### src/include/csr_pkg.sv
// Purpose: constants and carriers for the core status and option registers
// Assumes: one instruction clock, asynchronous active-low reset
// Notes: status register sits at file address 03h; option register has no address
package csr_pkg;
  localparam logic [4:0] STATUS_ADDR  = 5'h03;
  localparam int         BIT_WAKE     = 7;
  localparam int         BIT_RSVD     = 6;
  localparam int         BIT_PAGE     = 5;
  localparam int         BIT_TIMEOUT  = 4;
  localparam int         BIT_PWRDOWN  = 3;
  localparam int         BIT_ZERO     = 2;
  localparam int         BIT_HALFC    = 1;
  localparam int         BIT_CARRY    = 0;
  localparam int         OPT_WAKE_N   = 7;
  localparam int         OPT_PULLUP_N = 6;
  localparam int         OPT_TMR_SRC  = 5;
  localparam logic [7:0] OPTION_RESET = 8'hFF;
  localparam logic [7:0] ALU_FLAGS    = 8'h07;
  localparam logic [7:0] RO_MASK      = 8'h58;
  localparam logic       PAGE_RESET   = 1'h0;
  localparam logic [7:0] STATUS_RESET = 8'h18;
  localparam int         PIN_COUNT    = 6;
  localparam int         TMR_PIN      = 2;

  typedef enum logic [2:0] {
    ALU_NONE  = 3'b000,
    ALU_LOGIC = 3'b001,
    ALU_ADD   = 3'b010,
    ALU_SUB   = 3'b011,
    ALU_RRF   = 3'b100,
    ALU_RLF   = 3'b101
  } csr_alu_e;

  // one executed instruction as seen by the status logic
  typedef struct packed {
    logic       valid;
    csr_alu_e   aluOp;
    logic [7:0] opA;
    logic [7:0] opB;
    logic [7:0] result;
    logic       wrEn;
    logic [4:0] wrAddr;
    logic       optionLoad;
    logic       watchdogClear;
    logic       sleep;
  } csr_instr_s;

  // hardware reset-cause events
  typedef struct packed {
    logic watchdogTimeout;
    logic pinWakeReset;
    logic otherReset;
  } csr_event_s;
endpackage

### src/hw/csr_core_regs.sv
// Purpose: core status register and write-only option register
// Assumes: instruction fields arrive on clk from core logic; resets are synchronous events here
// Notes: flag inputs come from core logic on the same clock, so no synchronisers
// Functional notes
// - flag-affecting instruction suppresses status flag write
// - software cannot write timeout or powerdown flags
// - status bit layout and reset values
// - wake flag set by pin-wake reset or a status write; other resets clear it
// - page bit selects upper or lower program page
// - timeout flag set power-up/clear/sleep, cleared timeout
// - powerdown flag set power-up/clear, cleared sleep
// - zero flag follows zero result
// - add half-carry is nibble carry
// - subtract half-carry is inverted nibble borrow
// - carry is carry, inverted borrow, rotated bit
// - option register eight bits, write-only
// - option-load copies working register into option
// - any reset sets option to all ones
// - direction zero disables wake and pull-up
// - timer source select overrides timer pin direction
// - reset clears page select to page 0
`timescale 1ns/1ns
module csr_core_regs
  import csr_pkg::*;
(
  // clock and reset
  input  wire logic                  clk,
  input  wire logic                  reset_n,
  // instruction execution
  input  wire csr_pkg::csr_instr_s   instr,
  input  wire logic [7:0]            workReg,
  input  wire csr_pkg::csr_event_s   events,
  // pin control
  input  wire logic [PIN_COUNT-1:0]  pinDirectionBits,
  // outputs
  output logic [7:0]                 statusValue,
  output logic                       pageSelectBit,
  output logic [PIN_COUNT-1:0]       wakeEnable,
  output logic [PIN_COUNT-1:0]       pullupEnable,
  output logic [PIN_COUNT-1:0]       pinDirEffective,
  output logic                       timerExtClockSel
);
  import csr_pkg::*;

  logic [7:0] status_q;
  logic [7:0] option_q;
  logic [7:0] statusNext_d;
  logic       zeroNew;
  logic       halfNew;
  logic       carryNew;
  logic       affectsZ;
  logic       affectsDcC;
  logic       statusWrite;
  logic [4:0] nibSum;
  logic [8:0] fullSum;
  logic [4:0] nibDiff;
  logic [8:0] fullDiff;

  assign statusWrite = instr.valid && instr.wrEn && (instr.wrAddr == STATUS_ADDR);
  assign affectsZ    = instr.valid && (instr.aluOp == ALU_LOGIC || instr.aluOp == ALU_ADD || instr.aluOp == ALU_SUB);
  assign affectsDcC  = instr.valid && instr.aluOp != ALU_NONE && instr.aluOp != ALU_LOGIC;

  assign nibSum   = {1'b0, instr.opA[3:0]} + {1'b0, instr.opB[3:0]};
  assign fullSum  = {1'b0, instr.opA} + {1'b0, instr.opB};
  // subtract computed as a minus b with borrow detect
  assign nibDiff  = {1'b0, instr.opA[3:0]} - {1'b0, instr.opB[3:0]};
  assign fullDiff = {1'b0, instr.opA} - {1'b0, instr.opB};

  always_comb
  begin
    zeroNew  = status_q[BIT_ZERO];
    halfNew  = status_q[BIT_HALFC];
    carryNew = status_q[BIT_CARRY];
    if (affectsZ)
    begin
      zeroNew = (instr.result == 8'h00);
    end
    case (instr.aluOp)
      ALU_ADD:
      begin
        halfNew  = nibSum[4];
        carryNew = fullSum[8];
      end
      ALU_SUB:
      begin
        halfNew  = ~nibDiff[4];
        carryNew = ~fullDiff[8];
      end
      ALU_RRF:
      begin
        carryNew = instr.opA[0];
      end
      ALU_RLF:
      begin
        carryNew = instr.opA[7];
      end
      default:
      begin
        carryNew = status_q[BIT_CARRY];
      end
    endcase
    if (!affectsDcC)
    begin
      halfNew  = status_q[BIT_HALFC];
      carryNew = status_q[BIT_CARRY];
    end
    statusNext_d = status_q;
    // timeout and powerdown never take written data
    if (statusWrite)
    begin
      statusNext_d = (status_q & RO_MASK) | (instr.result & ~RO_MASK);
      statusNext_d[BIT_RSVD] = 1'b0;
      // a flag-affecting op keeps all three flags off the data path
      if (affectsZ || affectsDcC)
      begin
        statusNext_d = (statusNext_d & ~ALU_FLAGS) | (status_q & ALU_FLAGS);
      end
    end
    // flag logic wins over the data write
    if (affectsZ)
    begin
      statusNext_d[BIT_ZERO] = zeroNew;
    end
    if (affectsDcC)
    begin
      statusNext_d[BIT_HALFC] = halfNew;
      statusNext_d[BIT_CARRY] = carryNew;
    end
    if (instr.valid && (instr.watchdogClear || instr.sleep))
    begin
      statusNext_d[BIT_TIMEOUT] = 1'b1;
    end
    if (instr.valid && instr.watchdogClear)
    begin
      statusNext_d[BIT_PWRDOWN] = 1'b1;
    end
    if (instr.valid && instr.sleep)
    begin
      statusNext_d[BIT_PWRDOWN] = 1'b0;
    end
    // hardware timeout wins over a same-cycle clear instruction
    if (events.watchdogTimeout)
    begin
      statusNext_d[BIT_TIMEOUT] = 1'b0;
    end
    // device resets restart the upper bits; wake flag records cause
    // page select back to page 0
    if (events.pinWakeReset || events.otherReset || events.watchdogTimeout)
    begin
      statusNext_d[BIT_WAKE] = events.pinWakeReset;
      statusNext_d[BIT_RSVD] = 1'b0;
      statusNext_d[BIT_PAGE] = PAGE_RESET;
    end
  end

  // power-up values; ALU flags have no defined value, zero is used
  always_ff @(posedge clk or negedge reset_n)
  begin
    if (!reset_n)
    begin
      status_q <= STATUS_RESET;
    end
    else
    begin
      status_q <= statusNext_d;
    end
  end

  // only the option-load copies the working register
  always_ff @(posedge clk or negedge reset_n)
  begin
    if (!reset_n)
    begin
      option_q <= OPTION_RESET;
    end
    else if (events.pinWakeReset || events.otherReset || events.watchdogTimeout)
    begin
      option_q <= OPTION_RESET;
    end
    else if (instr.valid && instr.optionLoad)
    begin
      option_q <= workReg;
    end
  end

  // registered outputs; option itself is never readable
  // no read path for the option register
  always_ff @(posedge clk or negedge reset_n)
  begin
    if (!reset_n)
    begin
      statusValue      <= STATUS_RESET;
      pageSelectBit    <= PAGE_RESET;
      timerExtClockSel <= 1'b1;
    end
    else
    begin
      statusValue      <= statusNext_d;
      // page bit drives program address bit 9
      pageSelectBit    <= statusNext_d[BIT_PAGE];
      timerExtClockSel <= option_q[OPT_TMR_SRC];
    end
  end

  genvar gi;
  generate
    for (gi = 0; gi < PIN_COUNT; gi++)
    begin : gPin
      always_ff @(posedge clk or negedge reset_n)
      begin
        if (!reset_n)
        begin
          wakeEnable[gi]      <= 1'b0;
          pullupEnable[gi]    <= 1'b0;
          pinDirEffective[gi] <= 1'b1;
        end
        else
        begin
          // output pins lose wake and pull-up
          wakeEnable[gi]      <= pinDirectionBits[gi] & ~option_q[OPT_WAKE_N];
          pullupEnable[gi]    <= pinDirectionBits[gi] & ~option_q[OPT_PULLUP_N];
          // timer source forces the clock pin to input
          pinDirEffective[gi] <= pinDirectionBits[gi] | ((gi == TMR_PIN) && option_q[OPT_TMR_SRC]);
        end
      end
    end
  endgenerate

  chk_sleep_pd: assert property (@(posedge clk) disable iff (!reset_n)
    instr.valid && instr.sleep && !events.otherReset |=> !statusValue[BIT_PWRDOWN])
    else $error("powerdown not cleared by sleep");
  chk_wdt_to: assert property (@(posedge clk) disable iff (!reset_n)
    events.watchdogTimeout |=> !statusValue[BIT_TIMEOUT])
    else $error("timeout flag not cleared");
  chk_clr_to: assert property (@(posedge clk) disable iff (!reset_n)
    instr.valid && instr.watchdogClear && !instr.sleep && !events.watchdogTimeout
    |=> statusValue[BIT_TIMEOUT] && statusValue[BIT_PWRDOWN])
    else $error("watchdog clear did not set flags");
  chk_ro_bits: assert property (@(posedge clk) disable iff (!reset_n)
    statusWrite && !instr.watchdogClear && !instr.sleep && !events.watchdogTimeout
    |=> statusValue[4:3] == $past(status_q[4:3]))
    else $error("read-only flag written");
  chk_zero_flag: assert property (@(posedge clk) disable iff (!reset_n)
    affectsZ |=> statusValue[BIT_ZERO] == ($past(instr.result) == 8'h00))
    else $error("zero flag wrong");
  chk_flag_hold: assert property (@(posedge clk) disable iff (!reset_n)
    !affectsZ && !affectsDcC && !statusWrite |=> statusValue[2:0] == $past(status_q[2:0]))
    else $error("alu flags changed");
  chk_option_load: assert property (@(posedge clk) disable iff (!reset_n)
    instr.valid && instr.optionLoad && !events.otherReset && !events.pinWakeReset && !events.watchdogTimeout
    |=> option_q == $past(workReg))
    else $error("option load failed");
  chk_option_rst: assert property (@(posedge clk) disable iff (!reset_n)
    events.otherReset |=> option_q == OPTION_RESET)
    else $error("option not all ones after reset");
  chk_wake_flag: assert property (@(posedge clk) disable iff (!reset_n)
    events.pinWakeReset |=> statusValue[BIT_WAKE] && !statusValue[BIT_PAGE])
    else $error("wake flag or page wrong");
  chk_pin_dir: assert property (@(posedge clk) disable iff (!reset_n)
    !pinDirectionBits[0] |=> !wakeEnable[0] && !pullupEnable[0])
    else $error("output pin kept wake or pull-up");
  chk_logic_keep: assert property (@(posedge clk) disable iff (!reset_n)
    statusWrite && affectsZ && !affectsDcC
    |=> statusValue[BIT_HALFC] == $past(status_q[BIT_HALFC]) && statusValue[BIT_CARRY] == $past(status_q[BIT_CARRY]))
    else $error("flag data write not suppressed");
  chk_rsvd_zero: assert property (@(posedge clk) disable iff (!reset_n)
    !statusValue[BIT_RSVD])
    else $error("reserved bit set");
  chk_wdt_reset: assert property (@(posedge clk) disable iff (!reset_n)
    events.watchdogTimeout && !events.pinWakeReset
    |=> !statusValue[BIT_WAKE] && !pageSelectBit)
    else $error("watchdog reset kept wake or page");
  chk_option_wdt: assert property (@(posedge clk) disable iff (!reset_n)
    events.watchdogTimeout |=> option_q == OPTION_RESET)
    else $error("option not all ones after watchdog");
  chk_tmr_dir: assert property (@(posedge clk) disable iff (!reset_n)
    option_q[OPT_TMR_SRC] |=> pinDirEffective[TMR_PIN] && timerExtClockSel)
    else $error("timer pin not forced to input");
  chk_sleep_to: assert property (@(posedge clk) disable iff (!reset_n)
    instr.valid && instr.sleep && !events.watchdogTimeout |=> statusValue[BIT_TIMEOUT])
    else $error("sleep did not set timeout flag");
  chk_add_half: assert property (@(posedge clk) disable iff (!reset_n)
    instr.valid && instr.aluOp == ALU_ADD
    |=> statusValue[BIT_HALFC] == $past({1'b0, instr.opA[3:0]} + {1'b0, instr.opB[3:0]} > 5'h0F))
    else $error("add half carry wrong");
  chk_sub_half: assert property (@(posedge clk) disable iff (!reset_n)
    instr.valid && instr.aluOp == ALU_SUB
    |=> statusValue[BIT_HALFC] == $past(instr.opA[3:0] >= instr.opB[3:0]))
    else $error("subtract half carry wrong");
  chk_sub_carry: assert property (@(posedge clk) disable iff (!reset_n)
    instr.valid && instr.aluOp == ALU_SUB
    |=> statusValue[BIT_CARRY] == $past(instr.opA >= instr.opB))
    else $error("subtract carry wrong");
  chk_wake_clear: assert property (@(posedge clk) disable iff (!reset_n)
    events.otherReset && !events.pinWakeReset |=> !statusValue[BIT_WAKE])
    else $error("wake flag set by other reset");
endmodule

### config.mk
export PLATFORM = sky130hd
export DESIGN_NAME = csr_core_regs
export DESIGN_NICKNAME = d
export VERILOG_FILES = /design/src/include/csr_pkg.sv /design/src/hw/csr_core_regs.sv
export SDC_FILE = /design/constraint.sdc
export NUM_CORES = 1
export LEC_CHECK = 0
export BUFFER_PORTS_ARGS = -buffer_cell sky130_fd_sc_hd__buf_2
export CAP_MARGIN = 20
export CORE_MARGIN = 4
export CORE_UTILIZATION = 41
export CTS_BUF_LIST = sky130_fd_sc_hd__clkbuf_8
export DETAILED_ROUTE_END_ITERATION = 8
export GPL_TIMING_DRIVEN = 0
export PLACE_DENSITY = 0.87
export SLEW_MARGIN = 5
export SYNTH_ARGS = -nofsm -noshare
export SYNTH_HDL_FRONTEND = slang
export SYNTH_SLANG_ARGS = --single-unit
export TNS_END_PERCENT = 20
### constraint.sdc
create_clock -name clk -period 0.8 [get_ports clk]
set_input_delay 0.2 -clock clk [delete_from_list [all_inputs] [get_ports clk]]
set_output_delay 0.2 -clock clk [all_outputs]
set_load 0.01 [all_outputs]
### Word-level counts from Yosys, hierarchy flattened

Index checks and enable logic that the tools add are counted.

* output and inout bits: 28
* register bits after elaboration: 35

* reduce and logical (&&, ||, !) cells: 25
* bitwise logic cells: 19
* mux-type cells: 13
* equal/unequal tests: 9
* add/sub/neg operators: 4

Operator list (count)
* 8-bit 2-to-1 mux: 4
* 1-bit AND: 12
* 8-bit by 8-bit adder with 9-bit output: 1
* 1-bit logical AND: 9
* 3-bit nonzero test: 3
* 8-bit by 8-bit subtractor with 9-bit output: 1
* 8-bit logical NOT: 1
* 7-bit by 8-bit bitwise OR with 8-bit output: 1
* 8-bit by 3-bit bitwise OR with 8-bit output: 1
* 2-bit nonzero test: 4
* 3-bit by 2-bit equality test with 1-bit output, second input constant: 2
* 3-bit equality test, second input constant: 2
* 1-bit logical OR: 6
* 3-bit by 1-bit inequality test with 1-bit output, second input constant: 2
* 4-bit by 4-bit adder with 5-bit output: 1
* 5-bit by 2-bit equality test with 1-bit output, second input constant: 1
* 1-bit 2-to-1 mux: 5
* 5-bit by 1-bit inequality test with 1-bit output, second input constant: 1
* 4-bit by 4-bit subtractor with 5-bit output: 1
* 1-bit NOT: 4
* 1-bit one-hot mux with 4 select lines: 1
* 2-bit AND reduction: 2
* 3-bit by 1-bit equality test with 1-bit output, second input constant: 1
* 3-bit 2-to-1 mux: 1
* 3 further kinds: 3

### Depth between registers and ports, before layout

* depth after elaboration: 9
* mapped depth: 7

### Worst setup path after synthesis

No wires, ideal clock.

* path type: input-to-reg
* start point: in instr[23] (netlist name)
* end point: reg statusValue[0]
* arrival: 1421 ps
* slack: -699 ps
* stages: 6
* cells stage by stage: inv_1 -> ha_1 -> or4_1 -> nor3_2 -> o221ai_1 -> o2bb2ai_1

* longest elaborated chain between the ends: 4
* elaborated cells on any way between the ends: 5

RTL lines
* from (decl): RTL line csr_core_regs.sv:30 `input wire csr_pkg::csr_instr_s instr,`
* 8-bit by 8-bit subtractor with 9-bit output: RTL line csr_core_regs.sv:67 `assign fullDiff = {1'b0, instr.opA} - {1'b0, instr.opB};`
* 1-bit NOT: RTL line csr_core_regs.sv:87 `carryNew = ~fullDiff[8];`
* 1-bit one-hot mux with 4 select lines (*): RTL line csr_core_regs.sv:78 `case (instr.aluOp)`
* 2-bit 2-to-1 mux (*): RTL line csr_core_regs.sv:124 `if (affectsDcC)`
* to (signal assigned): RTL line csr_core_regs.sv:198 `statusValue <= statusNext_d;`
* to (decl): RTL line csr_core_regs.sv:36 `output logic [7:0] statusValue,`

Mark *: on every way between the ends. The rest lies on a longest branch, timed or not.
A chain may end at the register's enable or synchronous reset.

### Worst setup path after layout

* start point: in instr[32] (netlist name)
* end point: reg statusValue[0]

Same word-level chain as after synthesis.

==> results.tsv <==
stage	metric	value	unit
critical_path	ff2ff_setup_slack	-0.20	ns
timing	skew	0.00441	ns
layout	layout-drive-gt1-share	54.3	%
cts	clk_pin_slew	0.06	ns
pwr	powerDensity	1470	nW/um2
synth	ys_ff_latch	29	
cts	cts_root_buf	clkbuf_8	
critical_path	crit_chain	buf_2 > ha_4 > or4_4 > nor3_4 > o221ai_2 > o2bb2ai_1	
timing	finalHoldViolations	17	
drt	drtAntennaViolNets	0	
job	drv_cap	0	
synth	yosysSeqAreaShare	47.7	%
critical_path	worst-path-max-fanout	3	
critical_path	critPathSlowestCell	or4_4	
run_status	status	complete, but fails checks	
synth	syn_inst	148	
synth	synthArstFlopShare	100	%
floorplanning	start_util	42.4	%
layout	final_cell_count_no_fill	282	
timing	rsz0062_at_grt	yes	
cts	cts_tree	built	
layout	nFillCells	296	
layout	nNetsFinal	303	
synth	yosys.area.top_type	dfrtp_1	
synth	synth_nets	218	
synth	synth_top_area_share	27.4	%
synth	synth_edf_count	0	
timing	finalSetupTns	-7.08	ns
critical_path	timing.rr.end	statusValue[0]	
timing	maxSlewHeadroom	59.4	%
placement	dpl_cell_area	2070	um2
synth	synthTopCellsByCount	17 x dfrtp_1, 14 x ha_1, 14 x nor2b_1	
critical_path	end_kind	flip-flop	
layout	final_cell_area	2350	um2
drt	wl_met2	1.90	mm
drt	wirelength_met1	1.45	mm
min_path	hold_path.class	input pin to async pin	
placement	dp_slack	-0.795	ns
global_routing	grt_usage	16.0	%
cts	cts.sink_count	29	
pwr	pwr-share-comb	22.2	%
drt	route.met3.wl	312	um
drt	vias	1369	
pwr	p_sw	0.926	mW
pwr	leakagePower	1.17	nW
global_routing	grt_max_degree	30	
cts	cts_buffer_depth	2	
timing	fin_crit	1.23	ns
drt	dr.pass1.iters	4	
pwr	swShare	26.8	%
floorplanning	die_area	4830	um2
pwr	seq_power_share	45.8	%
critical_path	crit_type	input pin to flip-flop	
floorplanning	ios	84	
synth	yosysMostFrequentCell	dfrtp_1	
synth	syn_avg_cell_area	10.5	um2
cts	clk_latency	0.28	ns
critical_path	r2r_cells	4	
timing	worst_pin_slew	0.608	ns
floorplanning	core	3660	um2
placement	gp_congestion	0.746	
cts	h-tree-depth	2	
global_routing	grt_pass1_vias	1418	
floorplanning	die_y	69.5	um
layout	insertedDiodeCount	0	
global_routing	antenna_found_initial	0	
layout	area_delta_synth_final	51.3	%
synth	syn_area	1550	um2
drt	via_per_inst	4.85	
run_status	violations	negative hold slack, negative setup slack	
timing	period_share	154	%
timing	hold_ws	-0.0679	ns
drt	drc_errors	0	
timing	setup_viol	34	
timing	max_clock_freq	813	MHz
critical_path	r2r_start	statusValue[0]	
drt	drt_wl_total	3.73	mm
global_routing	grt_pass1_wl	6.15	mm
pwr	ir_worst_vdd	0.603	mV
drt	drt_iter0_markers	34	
floorplanning	rows	22	
synth	synth_area_leaders	dfrtp_1 27%, dfstp_2 20%, ha_1 11%, nor2b_1 5.6%, mux2i_1 3.2%	
synth	yosys_warnings	0	
placement	place_inst	272	
timing	report.final.slew_viol_count	0	
cts	cts_inserted_buffers	5	
synth	synth_flop_cell	dfrtp_1	
critical_path	cp.arrival	1.44	ns
critical_path	crit_required	1.01	ns
pwr	clkPwrFrac	32.0	%
critical_path	cp-start-kind	input pin	
placement	io_buffer_count	76	
drt	wl_per_cell	13.2	um
critical_path	cp_slowest_stage_delay	0.52	ns
synth	synthDistinctLibCells	38	
pwr	power.internal	2.52	mW
drt	top_layer	met4	
placement	hpwl	2.97	mm
floorplanning	die_x	69.5	um
global_routing	grt_remaining_overflow	0	
timing	worst_slack	-0.430	ns
## cells in the final DEF, fill, tap and decap left out, drive strengths merged
master / n
a31oi: 1
nand2b: 2
dfrtp: 17
mux2i: 5
or4: 1
nand2: 11
nor2: 6
buf: 81
o41ai: 1
a2111oi: 1
conb: 1
inv: 14
o2bb2ai: 1
nor4: 3
a21o: 1
dfstp: 12
o31ai: 1
nand3: 8
nor2b: 14
ha: 14
nor3: 5
o311ai: 1
o21a: 2
clkbuf: 6
nand4: 1
a21oi: 8
o21ai: 6
or2: 2
and3: 1
nor4b: 1
and2: 1
o221ai: 1
a221oi: 1
clkinv: 2
and3b: 1
## per-stage QoR
| stage | util, % | power [mW] |
|---|---|---|
| after floorplan | - | 1.93 |
| after CTS | 63.0 | 3.44 |
| after global routing | 64.1 | 3.64 |
| after detailed placement | 56.6 | 2.25 |
| final | 64.1 | 3.45 |
| after global placement | 56.6 | 2.22 |
## layer usage
layer	up-vias	GRT usage (%)
li1	680	-
met1	624	17.5
met2	57	28.4
met3	8	5.65
met4	0	5.86
met5	-	0
## cells by family (layout without fill, tap and decap cells)
| family | count (synthesis) | after routing | synth area share [%] |
|---|---|---|---|
| and+or+nand+nor | 57 | 57 | 20.9 |
| DFF | 29 | 29 | 47.7 |
| AOI/OAI and AO/OA | 25 | 25 | 11.9 |
| buffers and inverters | 17 | 103 | 4.68 |
| adders and majority gates | 14 | 14 | 11.3 |
| muxes | 5 | 5 | 3.23 |
| other | 1 | 1 | 0.242 |
## registers in the layout (all words and copies together) (netlist names)
register,flops
timerExtClockSel,1
pullupEnable,6
pinDirEffective,6
wakeEnable,6
statusValue,7
option_q,3
## repair_timing
action,4_1_cts,5_1_grt
setup buffers,2,0
pin swaps,7,1
endpoints found under the setup margin,34,42
resized for setup,30,10
endpoints found under the hold margin,17,17
## power groups by stage
stage          sequential, mW  combinational, mW  clock [mW]
2_1_floorplan            1.62              0.313           0
3_3_place_gp             1.60              0.627           0
3_5_place_dp             1.60              0.651           0
4_1_cts                  1.58              0.735        1.13
5_1_grt                  1.59              0.850        1.20
6_report                 1.58              0.766        1.10
## how the worst max path moves through the flow
stage	startpoint	endpoint	cells after the start
after floorplan	instr[29]	statusValue[0]	5
after detailed placement	instr[21]	statusValue[0]	7
final	instr[32]	statusValue[0]	6
after global placement	instr[21]	statusValue[0]	7
after CTS	instr[23]	statusValue[0]	7
after global routing	instr[19]	statusValue[0]	8
## worst max-delay path, delay by kind of cell
| family | cells | cell delay [ns] |
|---|---|---|
| AOI/OAI and AO/OA | 2 | 0.24 |
| adders and majority gates | 1 | 0.22 |
| and+or+nand+nor | 2 | 0.65 |
| buffers and inverters | 1 | 0.13 |
## cell type report
class                   count  area (um2)  area share (%)
clock buffers               5        68.8            2.93
repair buffers             78         510            21.7
well taps                  48        60.1            2.56
inverters                  13        61.3            2.61
plain buffers               4        27.5            1.17
multi-input cells         102         865            36.8
clock inverters             3        13.8           0.586
flip-flops and latches     29         741            31.6
No activity file was read; power rests on OpenSTA's default activity.
